$ cat config.mk
export PLATFORM = sky130hd
export DESIGN_NAME = iat_interrupt_accept
export DESIGN_NICKNAME = d
export VERILOG_FILES = /design/src/rtl/iat_pkg.sv /design/src/rtl/iat_axil_slave.sv /design/src/rtl/iat_interrupt_accept.sv
export SDC_FILE = /design/constraint.sdc
export NUM_CORES = 1
export LEC_CHECK = 0
export ABC_AREA = 1
export BUFFER_PORTS_ARGS = -buffer_cell sky130_fd_sc_hd__buf_4
export CAP_MARGIN = 20
export CORE_MARGIN = 1.5
export CORE_UTILIZATION = 50
export CTS_CLUSTER_DIAMETER = 120
export DETAILED_ROUTE_END_ITERATION = 12
export GPL_ROUTABILITY_DRIVEN = 1
export PLACE_DENSITY = 0.74
export RECOVER_POWER = 50
export SYNTH_ARGS = -nofsm -noshare
export SYNTH_HDL_FRONTEND = slang
export SYNTH_SLANG_ARGS = --single-unit
$ cat constraint.sdc
create_clock -name core_clk -period 3.7 [get_ports core_clk]
set_input_delay 0.185 -clock core_clk [delete_from_list [all_inputs] [get_ports core_clk]]
set_output_delay 0.185 -clock core_clk [all_outputs]
set_load 0.02 [all_outputs]
$ cat src/rtl/iat_pkg.sv
`default_nettype none
package iat_pkg;
	// Register bus
	localparam int unsigned ADDR_W = 8;
	localparam logic [7:0] OFF_STATUS = 8'h00;
	localparam logic [7:0] OFF_VBASE = 8'h04;
	localparam logic [7:0] OFF_SAVED_SW = 8'h08;
	localparam logic [7:0] OFF_SAVED_PC = 8'h0c;
	localparam logic [7:0] OFF_ACCEPT = 8'h10;
	localparam logic [1:0] RESP_OKAY = 2'h0;
	localparam logic [1:0] RESP_SLVERR = 2'h2;
	// Status word layout
	localparam int unsigned SW_BL_BIT = 28;
	localparam int unsigned SW_RB_BIT = 29;
	localparam int unsigned SW_MD_BIT = 30;
	localparam int unsigned SW_IMASK_LSB = 4;
	localparam int unsigned IMASK_W = 4;
	localparam logic [31:0] SW_RESET = 32'h700000f0;
	localparam logic [31:0] VBASE_RESET = 32'h00000000;
	localparam logic [31:0] INT_OFFSET = 32'h00000600;
	// Acceptance status layout
	localparam int unsigned ACC_STATE_LSB = 0;
	localparam int unsigned ACC_WAIT_LSB = 8;
	// Clock ratios, each in CPU cycles
	localparam int unsigned BUS_DIV = 1;
	localparam int unsigned PERI_DIV = 4;
	// Latency terms, HALF_ICYC to HALF_MODULE in half CPU cycles, the rest in whole CPU cycles
	localparam int unsigned HALF_ICYC = 1;
	localparam int unsigned HALF_NMI = BUS_DIV + PERI_DIV;
	localparam int unsigned HALF_LEVEL = BUS_DIV + 4 * PERI_DIV;
	localparam int unsigned HALF_MODULE = 3 * PERI_DIV;
	localparam logic [7:0] FETCH_CYCLES = 8'h05;
	localparam logic [5:0] STATUS_LOAD_STATES = 6'h07;
	localparam logic [5:0] EXT_ACCESS_STATES = 6'h01;

	typedef enum logic [1:0] {
		SRC_NMI = 2'h0,
		SRC_LEVEL = 2'h1,
		SRC_MODULE = 2'h2
	} iat_src_e;

	typedef enum logic [2:0] {
		ST_IDLE = 3'h0,
		ST_DECIDE = 3'h1,
		ST_WAITEND = 3'h3,
		ST_SAVE = 3'h2,
		ST_FETCH = 3'h6
	} iat_state_e;

	typedef struct packed {
		logic valid;
		logic [3:0] level;
		iat_src_e source;
	} iat_req_s;

	typedef struct packed {
		logic done;
		logic statusLoad;
		logic [1:0] extAccesses;
		logic [3:0] baseStates;
		logic [3:0] memWait;
	} iat_instr_s;
endpackage : iat_pkg
`default_nettype wire
$ cat src/rtl/iat_axil_slave.sv
`default_nettype none
module iat_axil_slave (
	// Clock and reset
	input  wire logic                       core_clk,
	input  wire logic                       rst,
	// AXI4-Lite write
	input  wire logic [iat_pkg::ADDR_W-1:0] s_axi_awaddr,
	input  wire logic                       s_axi_awvalid,
	output logic                            s_axi_awready,
	input  wire logic [31:0]                s_axi_wdata,
	input  wire logic [3:0]                 s_axi_wstrb,
	input  wire logic                       s_axi_wvalid,
	output logic                            s_axi_wready,
	output logic [1:0]                      s_axi_bresp,
	output logic                            s_axi_bvalid,
	input  wire logic                       s_axi_bready,
	// AXI4-Lite read
	input  wire logic [iat_pkg::ADDR_W-1:0] s_axi_araddr,
	input  wire logic                       s_axi_arvalid,
	output logic                            s_axi_arready,
	output logic [31:0]                     s_axi_rdata,
	output logic [1:0]                      s_axi_rresp,
	output logic                            s_axi_rvalid,
	input  wire logic                       s_axi_rready,
	// Register side
	output logic                            wrEn,
	output logic [iat_pkg::ADDR_W-1:0]      wrAddr,
	output logic [31:0]                     wrData,
	output logic [3:0]                      wrStrb,
	input  wire logic                       wrOk,
	output logic [iat_pkg::ADDR_W-1:0]      rdAddr,
	input  wire logic [31:0]                rdData,
	input  wire logic                       rdOk
);
	logic awHeld, next_awHeld, wHeld, next_wHeld, rdPend, next_rdPend;
	logic next_awready, next_wready, next_arready, next_wrEn;
	logic next_bvalid, next_rvalid;
	logic [1:0] next_bresp, next_rresp;
	logic [31:0] next_wrData, next_rdata;
	logic [3:0] next_wrStrb;
	logic [iat_pkg::ADDR_W-1:0] next_wrAddr, next_rdAddr;

	always_comb begin
		next_awHeld = awHeld;
		next_wHeld = wHeld;
		next_wrAddr = wrAddr;
		next_wrData = wrData;
		next_wrStrb = wrStrb;
		next_wrEn = 1'b0;
		next_bvalid = s_axi_bvalid;
		next_bresp = s_axi_bresp;
		next_rdPend = rdPend;
		next_rdAddr = rdAddr;
		next_rvalid = s_axi_rvalid;
		next_rdata = s_axi_rdata;
		next_rresp = s_axi_rresp;
		if (s_axi_awvalid && s_axi_awready) begin
			next_awHeld = 1'b1;
			next_wrAddr = s_axi_awaddr;
		end
		if (s_axi_wvalid && s_axi_wready) begin
			next_wHeld = 1'b1;
			next_wrData = s_axi_wdata;
			next_wrStrb = s_axi_wstrb;
		end
		// Address and data may arrive in either order
		if (awHeld && wHeld && !wrEn) begin
			next_wrEn = 1'b1;
		end
		if (wrEn) begin
			next_awHeld = 1'b0;
			next_wHeld = 1'b0;
			next_bvalid = 1'b1;
			next_bresp = wrOk ? iat_pkg::RESP_OKAY : iat_pkg::RESP_SLVERR;
		end
		if (s_axi_bvalid && s_axi_bready) begin
			next_bvalid = 1'b0;
		end
		if (s_axi_arvalid && s_axi_arready) begin
			next_rdPend = 1'b1;
			next_rdAddr = s_axi_araddr;
		end
		if (rdPend) begin
			next_rdPend = 1'b0;
			next_rvalid = 1'b1;
			next_rdata = rdOk ? rdData : 32'h00000000;
			next_rresp = rdOk ? iat_pkg::RESP_OKAY : iat_pkg::RESP_SLVERR;
		end
		if (s_axi_rvalid && s_axi_rready) begin
			next_rvalid = 1'b0;
		end
		// One write and one read in flight at a time
		next_awready = !next_awHeld && !next_bvalid && !next_wrEn;
		next_wready = !next_wHeld && !next_bvalid && !next_wrEn;
		next_arready = !next_rdPend && !next_rvalid;
	end

	always_ff @(posedge core_clk) begin
		if (rst) begin
			awHeld <= 1'b0;
			wHeld <= 1'b0;
			wrEn <= 1'b0;
			wrAddr <= '0;
			wrData <= 32'h00000000;
			wrStrb <= 4'h0;
			s_axi_awready <= 1'b0;
			s_axi_wready <= 1'b0;
			s_axi_bvalid <= 1'b0;
			s_axi_bresp <= 2'h0;
			rdPend <= 1'b0;
			rdAddr <= '0;
			s_axi_arready <= 1'b0;
			s_axi_rvalid <= 1'b0;
			s_axi_rdata <= 32'h00000000;
			s_axi_rresp <= 2'h0;
		end else begin
			awHeld <= next_awHeld;
			wHeld <= next_wHeld;
			wrEn <= next_wrEn;
			wrAddr <= next_wrAddr;
			wrData <= next_wrData;
			wrStrb <= next_wrStrb;
			s_axi_awready <= next_awready;
			s_axi_wready <= next_wready;
			s_axi_bvalid <= next_bvalid;
			s_axi_bresp <= next_bresp;
			rdPend <= next_rdPend;
			rdAddr <= next_rdAddr;
			s_axi_arready <= next_arready;
			s_axi_rvalid <= next_rvalid;
			s_axi_rdata <= next_rdata;
			s_axi_rresp <= next_rresp;
		end
	end
endmodule : iat_axil_slave
`default_nettype wire

$ cat src/rtl/iat_interrupt_accept.sv
// Contract
// - While the block flag is set, hold off handling until it clears.
// - Decision takes half a CPU cycle plus bus/peripheral terms by source.
// - Start handling only after the executing instruction has finished.
// - Wait for instruction end is at most its state count minus one.
// - Handler fetch starts five CPU cycles after status and PC save.
// - Instruction state count includes its memory access wait cycles.
// - Status load post-increment takes seven states plus external accesses.
// - Forward a request only if its level exceeds the status mask level.
// - On acceptance save status and PC, then set block, mode, bank bits.
// - Fetch at vector base plus fixed offset; mask level left unchanged.
//
// Chosen here: the AXI4-Lite register port and the register offsets.
`default_nettype none
module iat_interrupt_accept (
	// Clock and reset
	input  wire logic                       core_clk,
	input  wire logic                       rst,
	// Interrupt controller and pipeline
	input  wire iat_pkg::iat_req_s          req,
	input  wire iat_pkg::iat_instr_s        instr,
	input  wire logic [31:0]                pcIn,
	// Handler fetch and status to the pipeline
	output logic                            saveStrobe,
	output logic                            fetchValid,
	output logic [31:0]                     fetchAddr,
	output logic [31:0]                     statusWord,
	// AXI4-Lite
	input  wire logic [iat_pkg::ADDR_W-1:0] s_axi_awaddr,
	input  wire logic                       s_axi_awvalid,
	output logic                            s_axi_awready,
	input  wire logic [31:0]                s_axi_wdata,
	input  wire logic [3:0]                 s_axi_wstrb,
	input  wire logic                       s_axi_wvalid,
	output logic                            s_axi_wready,
	output logic [1:0]                      s_axi_bresp,
	output logic                            s_axi_bvalid,
	input  wire logic                       s_axi_bready,
	input  wire logic [iat_pkg::ADDR_W-1:0] s_axi_araddr,
	input  wire logic                       s_axi_arvalid,
	output logic                            s_axi_arready,
	output logic [31:0]                     s_axi_rdata,
	output logic [1:0]                      s_axi_rresp,
	output logic                            s_axi_rvalid,
	input  wire logic                       s_axi_rready
);
	function automatic logic [7:0] decideCycles(iat_pkg::iat_src_e src);
		int unsigned h;
		h = iat_pkg::HALF_ICYC;
		case (src)
			iat_pkg::SRC_NMI: h = h + iat_pkg::HALF_NMI;
			iat_pkg::SRC_LEVEL: h = h + iat_pkg::HALF_LEVEL;
			default: h = h + iat_pkg::HALF_MODULE;
		endcase
		// Half cycles round up to whole CPU cycles
		decideCycles = 8'((h + 1) / 2);
	endfunction : decideCycles

	function automatic logic [5:0] effStates(iat_pkg::iat_instr_s i);
		logic [5:0] base;
		base = i.statusLoad ? iat_pkg::STATUS_LOAD_STATES
			: {2'h0, i.baseStates};
		effStates = base + 6'(i.extAccesses) * iat_pkg::EXT_ACCESS_STATES
			+ {2'h0, i.memWait};
	endfunction : effStates

	function automatic logic isMapped(logic [iat_pkg::ADDR_W-1:0] a);
		case (a)
			iat_pkg::OFF_STATUS, iat_pkg::OFF_VBASE, iat_pkg::OFF_SAVED_SW,
			iat_pkg::OFF_SAVED_PC, iat_pkg::OFF_ACCEPT: isMapped = 1'b1;
			default: isMapped = 1'b0;
		endcase
	endfunction : isMapped

	function automatic logic [31:0] mergeBytes(logic [31:0] old,
			logic [31:0] data, logic [3:0] strb);
		mergeBytes = old;
		for (int b = 0; b < 4; b++) begin
			if (strb[b]) begin
				mergeBytes[b*8 +: 8] = data[b*8 +: 8];
			end
		end
	endfunction : mergeBytes

	iat_pkg::iat_state_e state, next_state;
	iat_pkg::iat_src_e srcHeld, next_srcHeld;
	logic [7:0] cnt, next_cnt;
	logic [5:0] waitCnt, next_waitCnt, limit, next_limit;
	logic [5:0] lastWait, next_lastWait;
	logic [31:0] next_statusWord, vectorBase, next_vectorBase;
	logic [31:0] savedStatus, next_savedStatus, savedPc, next_savedPc;
	logic [31:0] next_fetchAddr, rdData;
	logic next_fetchValid, next_saveStrobe;
	logic wrEn, blockFlag, above, instrEnds;
	logic [iat_pkg::ADDR_W-1:0] wrAddr, rdAddr;
	logic [31:0] wrData;
	logic [3:0] wrStrb;
	logic [iat_pkg::IMASK_W-1:0] maskLevel;

	iat_axil_slave u_bus (
		.core_clk      (core_clk),
		.rst           (rst),
		.s_axi_awaddr  (s_axi_awaddr),
		.s_axi_awvalid (s_axi_awvalid),
		.s_axi_awready (s_axi_awready),
		.s_axi_wdata   (s_axi_wdata),
		.s_axi_wstrb   (s_axi_wstrb),
		.s_axi_wvalid  (s_axi_wvalid),
		.s_axi_wready  (s_axi_wready),
		.s_axi_bresp   (s_axi_bresp),
		.s_axi_bvalid  (s_axi_bvalid),
		.s_axi_bready  (s_axi_bready),
		.s_axi_araddr  (s_axi_araddr),
		.s_axi_arvalid (s_axi_arvalid),
		.s_axi_arready (s_axi_arready),
		.s_axi_rdata   (s_axi_rdata),
		.s_axi_rresp   (s_axi_rresp),
		.s_axi_rvalid  (s_axi_rvalid),
		.s_axi_rready  (s_axi_rready),
		.wrEn          (wrEn),
		.wrAddr        (wrAddr),
		.wrData        (wrData),
		.wrStrb        (wrStrb),
		.wrOk          (isMapped(wrAddr)),
		.rdAddr        (rdAddr),
		.rdData        (rdData),
		.rdOk          (isMapped(rdAddr))
	);

	assign blockFlag = statusWord[iat_pkg::SW_BL_BIT];
	assign maskLevel = statusWord[iat_pkg::SW_IMASK_LSB +: iat_pkg::IMASK_W];
	assign above = req.valid && (req.level > maskLevel);
	// The boundary is either the reported end or the last counted state
	assign instrEnds = instr.done || (waitCnt >= limit);

	always_comb begin
		rdData = 32'h00000000;
		case (rdAddr)
			iat_pkg::OFF_STATUS: rdData = statusWord;
			iat_pkg::OFF_VBASE: rdData = vectorBase;
			iat_pkg::OFF_SAVED_SW: rdData = savedStatus;
			iat_pkg::OFF_SAVED_PC: rdData = savedPc;
			iat_pkg::OFF_ACCEPT: begin
				rdData[iat_pkg::ACC_STATE_LSB +: 3] = state;
				rdData[iat_pkg::ACC_WAIT_LSB +: 6] = lastWait;
			end
			default: rdData = 32'h00000000;
		endcase
	end

	always_comb begin
		next_state = state;
		next_srcHeld = srcHeld;
		next_cnt = cnt;
		next_waitCnt = waitCnt;
		next_limit = limit;
		next_lastWait = lastWait;
		next_statusWord = statusWord;
		next_vectorBase = vectorBase;
		next_savedStatus = savedStatus;
		next_savedPc = savedPc;
		next_fetchAddr = fetchAddr;
		next_fetchValid = 1'b0;
		if (wrEn && wrAddr == iat_pkg::OFF_STATUS) begin
			next_statusWord = mergeBytes(statusWord, wrData, wrStrb);
		end
		if (wrEn && wrAddr == iat_pkg::OFF_VBASE) begin
			next_vectorBase = mergeBytes(vectorBase, wrData, wrStrb);
		end
		case (state)
			iat_pkg::ST_IDLE: begin
				if (above) begin
					next_state = iat_pkg::ST_DECIDE;
					next_srcHeld = req.source;
					next_cnt = decideCycles(req.source) - 8'h01;
				end
			end
			iat_pkg::ST_DECIDE: begin
				if (cnt != 8'h00) begin
					next_cnt = cnt - 8'h01;
				end else if (above) begin
					next_state = iat_pkg::ST_WAITEND;
					next_waitCnt = 6'h00;
					next_limit = effStates(instr) - 6'h01;
				end else begin
					next_state = iat_pkg::ST_IDLE;
				end
			end
			iat_pkg::ST_WAITEND: begin
				if (!above) begin
					// Withdrawn or now masked; the controller keeps it pending
					next_state = iat_pkg::ST_IDLE;
				end else if (blockFlag) begin
					next_waitCnt = 6'h00;
					next_limit = effStates(instr) - 6'h01;
				end else if (instrEnds) begin
					next_state = iat_pkg::ST_SAVE;
					next_lastWait = waitCnt;
				end else begin
					next_waitCnt = waitCnt + 6'h01;
				end
			end
			iat_pkg::ST_SAVE: begin
				next_savedStatus = statusWord;
				next_savedPc = pcIn;
				// Hardware setting wins over a software write in this cycle
				next_statusWord = statusWord;
				next_statusWord[iat_pkg::SW_BL_BIT] = 1'b1;
				next_statusWord[iat_pkg::SW_MD_BIT] = 1'b1;
				next_statusWord[iat_pkg::SW_RB_BIT] = 1'b1;
				next_cnt = iat_pkg::FETCH_CYCLES - 8'h02;
				next_state = iat_pkg::ST_FETCH;
			end
			iat_pkg::ST_FETCH: begin
				if (cnt == 8'h00) begin
					next_state = iat_pkg::ST_IDLE;
					next_fetchValid = 1'b1;
					next_fetchAddr = vectorBase + iat_pkg::INT_OFFSET;
				end else begin
					next_cnt = cnt - 8'h01;
				end
			end
			default: next_state = iat_pkg::ST_IDLE;
		endcase
		next_saveStrobe = (next_state == iat_pkg::ST_SAVE);
	end

	always_ff @(posedge core_clk) begin
		if (rst) begin
			state <= iat_pkg::ST_IDLE;
			srcHeld <= iat_pkg::SRC_NMI;
			cnt <= 8'h00;
			waitCnt <= 6'h00;
			limit <= 6'h00;
			lastWait <= 6'h00;
			statusWord <= iat_pkg::SW_RESET;
			vectorBase <= iat_pkg::VBASE_RESET;
			savedStatus <= 32'h00000000;
			savedPc <= 32'h00000000;
			fetchAddr <= 32'h00000000;
			fetchValid <= 1'b0;
			saveStrobe <= 1'b0;
		end else begin
			state <= next_state;
			srcHeld <= next_srcHeld;
			cnt <= next_cnt;
			waitCnt <= next_waitCnt;
			limit <= next_limit;
			lastWait <= next_lastWait;
			statusWord <= next_statusWord;
			vectorBase <= next_vectorBase;
			savedStatus <= next_savedStatus;
			savedPc <= next_savedPc;
			fetchAddr <= next_fetchAddr;
			fetchValid <= next_fetchValid;
			saveStrobe <= next_saveStrobe;
		end
	end

	// Checks
	logic [7:0] decideAge;
	always_ff @(posedge core_clk) begin
		if (rst || state != iat_pkg::ST_DECIDE) begin
			decideAge <= 8'h00;
		end else begin
			decideAge <= decideAge + 8'h01;
		end
	end
endmodule : iat_interrupt_accept
`default_nettype wire

==> impl_metrics.tcl, run 1 <==
set metrics [dict create \
    clkLatencyLatePin_ns 0.55 \
    cts_tree "done" \
    wl_per_cell_um 16.6 \
    fin_setup_tns_ns 0 \
    core_mm2 0.0236 \
    antenna_found_initial 0 \
    report.final.slew_viol_count 157 \
    root_buffer "clkbuf_16" \
    finalSetupViolCount 0 \
    synth_compound_area_share_pct 24.7 \
    worstPathBufferInverterCount 3 \
    routed_via_density 5.35 \
    path_cells "buf_4 > clkinvlp_4 > clkbuf_2 > o21ai_0 > a21oi_1" \
    p_seq_share_pct 45.6 \
    status "finished, violations left" \
    synthAdderAreaFrac_pct 2.81 \
    start_util_pct 51.2 \
    leakagePower_nw 6.13 \
    skew_ns 0.0123 \
    worstSetupPathType "in2reg" \
    num-fill-cells 2098 \
    grt_pass1_vias 10673 \
    worstSetupEndpointType "flop" \
    synthCells 1601 \
    violations "capacitance limit, slew limit" \
    yosysUniqueCellTypes 41 \
    synth-edff-count 0 \
    drt_iter0_drc 1147 \
    slowest_stage "clkinvlp_4" \
    cp_top_family "buffers and inverters" \
    synth-seq-cells 286 \
    post_dp_cell_area_mm2 0.0138 \
    num_io_pins 217 \
    netlist_area_mm2 0.0121 \
    p_clk_share_pct 45.9 \
    final_common_cell "dfxtp_1" \
    worst-endpoint-required_ns 4.11 \
    cts_resized 0 \
    synth-simple-area-share_pct 14.4 \
    diodes 0 \
    grt_max_degree 123 \
    crit_arrival_ns 3.25 \
    place_congestion 0.944 \
    drtPass1Iterations 5 \
    syn_to_final_growth_pct 27.0 \
    die-area_mm2 0.0251 \
    fp-row-count 56 \
    cp_max_fo 122 \
    h-tree-depth 1 \
    switching_share_pct 23.5 \
    clk_pin_slew_ns 0.06 \
    die_h_um 159 \
    postCtsHoldBufs 86 \
    fin_nets 1994 \
    ant_nets 0 \
    synth_area_leader_cell "dfxtp_1" \
    fmax_mhz 353 \
    synth_top_family_by_area "compound AO/OA/AOI/OAI gates" \
    cts_setup_buffers 0 \
    die_x_um 159 \
    synth_flop_cell "dfxtp_1" \
    port_buffers 214 \
    grt_use_total_pct 28.4 \
    synth_area_leaders "dfxtp_1, o21ai_0, a21oi_1, inv_1, nor2_1" \
    clk_path_buf_depth 3 \
    cap_violations 2 \
    synth.avg_cell_area_um2 7.56 \
    gr-total-overflow 0 \
    min-delay-path-class "in2reg" \
    drc 0 \
    ys_seq_area_share_pct 47.3 \
    startpoint_type "input pin" \
    slew_headroom_pct -17.0 \
    drive_above_1_share_pct 11.2 \
    critPathMaxStageDelay_ns 1.50 \
    final_cell_mix "dfxtp_1, o21ai_0, a21oi_1, inv_1, nor2_1" \
    synth_xor_area_share_pct 1.09 \
    p_int_mw 5.39 \
    stdcell_area_mm2 0.0154 \
    cts_sinks 286 \
    ir_drop_mv 0.320 \
    async_flop_share_pct 0 \
    p_switching_mw 1.66 \
    post-dp-hpwl_um 24600 \
    powerDensity_mw_per_mm2 458 \
    min_period_ns 2.84 \
    synth.mux.area_fraction_pct 0 \
    yosys.area.top_type_share_pct 47.3 \
    grt_pass1_wl_um 56100 \
    tightest_slew_ns 1.75 \
    rsz0062_at_grt "false" \
    period_share_pct 76.7 \
    num_vias 11767 \
    routed_wl_um 36400 \
    finalHoldViolCount 0 \
    yosys_warnings 0 \
    pwr-share-comb_pct 8.5 \
    cts_buffers 30 \
]
[cell type report]
cell class | instances | area, um^2 | share of cell area (%)
Sequential cell | 286 | 5730 | 37.3
Clock buffer | 37 | 848 | 5.52
Timing Repair Buffer | 309 | 2140 | 14.0
Multi-Input combinational cell | 1016 | 5210 | 33.9
Inverter | 215 | 811 | 5.28
Clock inverter | 18 | 225 | 1.47
Tap cell | 319 | 399 | 2.60
[worst register-to-register path: stages (launching register included)]
cell,delay [ns]
dfxtp_1,0.32
nand2_1,0.20
clkbuf_1,0.90
clkinv_1,0.24
clkbuf_1,0.65
nor2_1,0.32
nor2_1,0.07
[per-stage QoR]
step	cells	util (%)	hold WS [ns]	total power [mW]	setup WS (ns)
2_1_floorplan	1602	-	0.352	3.58	1.43
3_3_place_gp	2058	58.6	0.422	3.79	1.25
3_5_place_dp	2058	58.6	0.432	3.81	1.21
4_1_cts	2199	66.8	0.0851	7.06	1.39
5_1_grt	2200	65.1	0.0853	7.28	0.608
6_report	2200	65.1	0.0910	7.04	0.864
[path summary, 6_finish.rpt]
kind / from / to / slack, ns / cells past startpoint
max: rst / vectorBase[7] / 0.86 / 5
min: rst / saveStrobe / 0.09 / 2
max reg2reg: u_bus.s_axi_wready / u_bus.wrData[12] / 0.90 / 6
min reg2reg: u_bus.awHeld / u_bus.wrEn / 0.44 / 2
[registers in the layout, indices dropped and copies added, names as in the netlist, 32 cells and up]
signal and count:
statusWord 32, vectorBase 32, savedStatus 32, savedPc 32
fetchAddr 32, u_bus.wrData 32, u_bus.s_axi_rdata 32
[per-layer routing]
layer / share of wire, % / wire length (um) / track usage (%)
met1: 47 / 17200 / 42.4
met2: 43 / 15700 / 42.6
met3: 8.1 / 2940 / 4.35
met4: 1.6 / 573 / 7.43
met5: 0 / 0 / 0
[cells in the mapped netlist (all sizes together) (7+ instances only)]
master,number
nor3,22
a31oi,9
o21ai,277
nand3,47
xor2,13
buf,26
nand2,148
clkbuf,59
inv,214
o211ai,10
a21oi,239
ha,24
o22ai,34
nor2,172
nand4,7
dfxtp,286
[power by group through the flow]
stage / sequential [mW] / combinational [mW] / clock [mW]
2_1_floorplan: 3.28 / 0.303 / 0
3_3_place_gp: 3.27 / 0.521 / 0
3_5_place_dp: 3.27 / 0.531 / 0
4_1_cts: 3.21 / 0.607 / 3.25
5_1_grt: 3.21 / 0.669 / 3.40
6_report: 3.21 / 0.600 / 3.23
[logic make-up (layout without fill, tap and decap cells)]
| group | after synthesis | after routing |
|---|---|---|
| xor+xnor | 15 | 15 |
| buf+inv | 300 | 579 |
| simple gates | 400 | 400 |
| other cells | 1 | 2 |
| flops | 286 | 286 |
| compound gates | 573 | 573 |
| fa+ha+maj | 26 | 26 |
No activity file was read; power rests on OpenSTA's default activity.
==> run 2, diff against run 1 <==
PLACE_DENSITY = 0.77   (was 0.74)
clock period = 2.6 ns   (was 3.7 ns; I/O delays follow)
==> impl_metrics.tcl, run 2 (synthesized netlist as in run 1, its figures left out) <==
set metrics [dict create \
    drive_above_1_share_pct 11.1 \
    cts_resized 0 \
    clk_pin_slew_ns 0.06 \
    worst-endpoint-required_ns 3.06 \
    finalSetupViolCount 0 \
    fmax_mhz 460 \
    worstSetupEndpointType "flop" \
    grt_use_total_pct 28.8 \
    clk_path_buf_depth 3 \
    finalNonFillerCells 2207 \
    h-tree-depth 1 \
    finalHoldViolCount 0 \
    final_cell_mix "dfxtp_1, o21ai_0, a21oi_1, inv_1, nor2_1" \
    fin_setup_tns_ns 0 \
    start_util_pct 51.2 \
    die_x_um 159 \
    period_share_pct 83.6 \
    diodes 0 \
    cts_sinks 286 \
    fp-row-count 56 \
    r2r_cells 6 \
    ant_nets 0 \
    regToRegSetupSlack_ns 0.43 \
    syn_to_final_growth_pct 27.1 \
    clkLatencyLatePin_ns 0.55 \
    ir_drop_mv 0.528 \
    crit_arrival_ns 2.63 \
    worstHoldPathCells 5 \
    post-dp-hpwl_um 25100 \
    gr-total-overflow 0 \
    fin_nets 2002 \
    worstSetupPathType "reg2reg" \
    leakagePower_nw 6.14 \
    antenna_found_initial 0 \
    startpoint_type "flop" \
    rsz0062_at_grt "false" \
    num_vias 11907 \
    cts_setup_buffers 0 \
    tightest_slew_ns 1.08 \
    min_period_ns 2.17 \
    critPathMaxStageDelay_ns 0.87 \
    powerDensity_mw_per_mm2 643 \
    fin_hold_ws_ns 0.102 \
    skew_ns 0.0249 \
    grt_pass1_wl_um 57200 \
    final_common_cell "dfxtp_1" \
    cp_top_family "buffers and inverters" \
    port_buffers 214 \
    num-fill-cells 2103 \
    routed_via_density 5.40 \
    drtPass1Iterations 6 \
    status "finished, final reports clean" \
    cts_buffers 29 \
    num_io_pins 217 \
    die_h_um 159 \
    stdcell_area_mm2 0.0154 \
    report.final.slew_viol_count 0 \
    root_buffer "clkbuf_16" \
    cp_num_cells 6 \
    place_congestion 0.984 \
    dp_cells 2068 \
    post_dp_cell_area_mm2 0.0139 \
    cp_max_fo 56 \
    post-place-ws_ns 0.150 \
    setup_ws_ns 0.427 \
    slew_headroom_pct 28.2 \
    routed_wl_um 36600 \
    drt_iter0_drc 1037 \
    grt_pass1_vias 11020 \
    path_cells "inv_1 > nand2_1 > nor2_1 > clkbuf_2 > o21ai_0 > a21oi_1" \
    drc 0 \
    worstPathBufferInverterCount 2 \
    min-delay-path-class "in2reg" \
    cts_tree "done" \
    cap_violations 0 \
    slowest_stage "clkbuf_2" \
    die-area_mm2 0.0251 \
    grt_max_degree 132 \
    core_mm2 0.0236 \
    wl_per_cell_um 16.6 \
]
-- run 2: cell type report --
class | instances | area, um^2 | share of cell area, %
tap | 319 | 399 | 2.60
sequential | 286 | 5730 | 37.2
timing repair buffer | 318 | 2210 | 14.4
inverter | 215 | 812 | 5.28
clock inverter | 16 | 239 | 1.55
multi-input combinational | 1016 | 5200 | 33.8
clock buffer | 37 | 786 | 5.11
-- run 2: repair_timing --
item / in CTS / in global routing
endpoints found under the hold margin: 88 / 0
hold buffers: 86 / 0
endpoints found under the setup margin: 0 / 0
-- run 2: routing by layer --
layer | wire, um | global-route usage (%) | part of all wire [%]
met1 | 16000 | 40.2 | 44
met2 | 15800 | 44.2 | 43
met3 | 3530 | 5.69 | 9.7
met4 | 1270 | 10.6 | 3.5
met5 | 0 | 0 | 0
-- run 2: tightest hold or removal path: cells and delay by family --
kind                       cells  cell delay [ns]
and+or+nand+nor                2             0.18
adders and majority gates      1             0.13
buffers and inverters          1             0.07
AOI/OAI and AO/OA              1             0.10
-- run 2: worst paths after layout --
check / start / end
max: state[0] / savedStatus[2]
min: instr[4] / limit[0]
max reg2reg: state[0] / savedStatus[2]
min reg2reg: u_bus.wHeld / u_bus.wrEn
-- run 2: per-stage QoR --
step                power (mW)  util, %
floorplan                 5.10        -
global placement          5.41     58.9
detailed placement        5.43     58.9
CTS                       9.94     66.9
global route              10.2     65.1
finish                    9.89     65.1
-- run 2: report_power, final --
part           leakage (nW)  switching, mW  internal (mW)
Combinational          3.32          0.484          0.375
Sequential             2.32         0.0844           4.48
Clock                 0.502           1.73           2.73
==> run 3, diff against run 2 <==
PLACE_DENSITY = 0.74   (was 0.77)
clock period = 2.2 ns   (was 2.6 ns; I/O delays follow)
==> impl_metrics.tcl, run 3 (synthesized netlist as in run 1, its figures left out) <==
set metrics [dict create \
    finalSetupViolCount 0 \
    use_met1_pct 41.5 \
    post-dp-hpwl_um 25400 \
    violations "capacitance limit, slew limit" \
    final_util_pct 65.5 \
    cp_max_fo 28 \
    routed_via_density 5.27 \
    syn_to_final_growth_pct 27.9 \
    met2_usage_pct 43.6 \
    fp-row-count 56 \
    grt_pass1_vias 10746 \
    clk_pin_slew_ns 0.06 \
    startpoint_type "input pin" \
    slew_headroom_pct -7.71 \
    root_buffer "clkbuf_16" \
    worstSetupPathType "in2reg" \
    timing.rr.start "vectorBase[10]" \
    start_util_pct 51.2 \
    antenna_found_initial 0 \
    wl_per_cell_um 16.4 \
    r2r_cells 12 \
    tightest_slew_ns 1.62 \
    fmax_mhz 486 \
    min_period_ns 2.06 \
    core_mm2 0.0236 \
    final_cell_mix "dfxtp_1, o21ai_0, a21oi_1, inv_1, nor2_1" \
    grt_pass1_wl_um 56100 \
    leakagePower_nw 6.20 \
    stdcell_area_mm2 0.0155 \
    die_x_um 159 \
    status "finished, violations left" \
    report.final.slew_viol_count 29 \
    cap_violations 1 \
    drive_above_1_share_pct 12.0 \
    r2r_end "fetchAddr[31]" \
    grt_use_total_pct 28.5 \
    setup_ws_ns 0.141 \
    routed_wl_um 36400 \
    cts_tree "done" \
    grt_max_degree 78 \
    gr-total-overflow 0 \
    min-delay-start "req[1]" \
    dp_cells 2083 \
    cts_sinks 286 \
    post_dp_cell_area_mm2 0.0141 \
    seqCellArea_mm2 0.00573 \
    worstHoldPathCells 6 \
    drtPass1Iterations 6 \
    die_h_um 159 \
    powerDensity_mw_per_mm2 732 \
    min_to "cnt[2]" \
    h-tree-depth 1 \
    period_share_pct 93.6 \
    fin_nets 2018 \
    busiest_layer "met2" \
    num_io_pins 217 \
    num_vias 11703 \
    cts_buffers 29 \
    post-place-ws_ns -0.207 \
    multi_input_area_mm2 0.00523 \
    met3_usage_pct 4.49 \
    diodes 0 \
    skew_ns 0.0124 \
    finalNonFillerCells 2221 \
    ir_drop_mv 0.448 \
    min-delay-path-class "in2reg" \
    worstSetupEndpointType "flop" \
    final_common_cell "dfxtp_1" \
    clk_path_buf_depth 3 \
    regToRegSetupSlack_ns 0.15 \
    die-area_mm2 0.0251 \
    port_buffers 214 \
    drt_iter0_drc 1048 \
    clkLatencyLatePin_ns 0.54 \
    drc 0 \
    crit_arrival_ns 2.49 \
    place_congestion 0.939 \
    num-fill-cells 2120 \
    ant_nets 0 \
    finalHoldViolCount 0 \
    worst-endpoint-required_ns 2.63 \
]
==> run 3: how the worst max path moves through the flow <==
stage                              start            end  slack (ns)  depth (start not counted)
after floorplan                 instr[1]       limit[5]      0.0006                         12
after global placement          instr[1]       limit[5]       -0.15                         13
after detailed placement        instr[1]       limit[5]       -0.21                         13
after CTS                       state[2]         cnt[6]        0.14                         11
after global routing      vectorBase[10]  fetchAddr[31]       -0.02                         12
final                                rst     waitCnt[0]        0.14                          5
==> run 3: final cells by class <==
cell class / count / area share (%)
Clock buffer: 44 / 5.77
Clock inverter: 7 / 0.421
Inverter: 215 / 5.25
Multi-Input combinational cell: 1016 / 33.8
Sequential cell: 286 / 37.0
Tap cell: 319 / 2.58
Timing Repair Buffer: 334 / 15.2
==> run 3: metal layers <==
metal | routed length [um] | part of all wire (%)
met1 | 17100 | 47
met2 | 15800 | 43
met3 | 2860 | 7.9
met4 | 636 | 1.7
met5 | 0 | 0
==> run 3: power by group <==
part / total, mW / switching, mW / internal, mW / leakage, nW
combinational: 1.02 / 0.567 / 0.454 / 3.42
sequential: 5.40 / 0.103 / 5.30 / 2.32
clock: 4.90 / 2.01 / 2.89 / 0.471
==> run 3: what timing repair did <==
item	4_1_cts	5_1_grt
setup endpoints to repair	0	3
endpoints found under the hold margin	94	0
resized for setup	0	4
hold buffers	87	0
buffers inserted	0	0
==> run 3: metrics by stage <==
stage	TNS (ns)	hold slack [ns]	power, mW
finish	0	0.0562	11.3
CTS	0	0.0403	11.4
global route	-0.0169	0.123	11.7
detailed placement	-0.278	0.369	6.43
global placement	-0.174	0.363	6.41
floorplan	0	0.277	6.02
==> run 3: critical path: stages <==
cell and delay (ns):
dlygate4sd3_1 0.53, clkbuf_2 0.30, clkbuf_1 1.21, nor2_2 0.14, a21boi_1 0.19
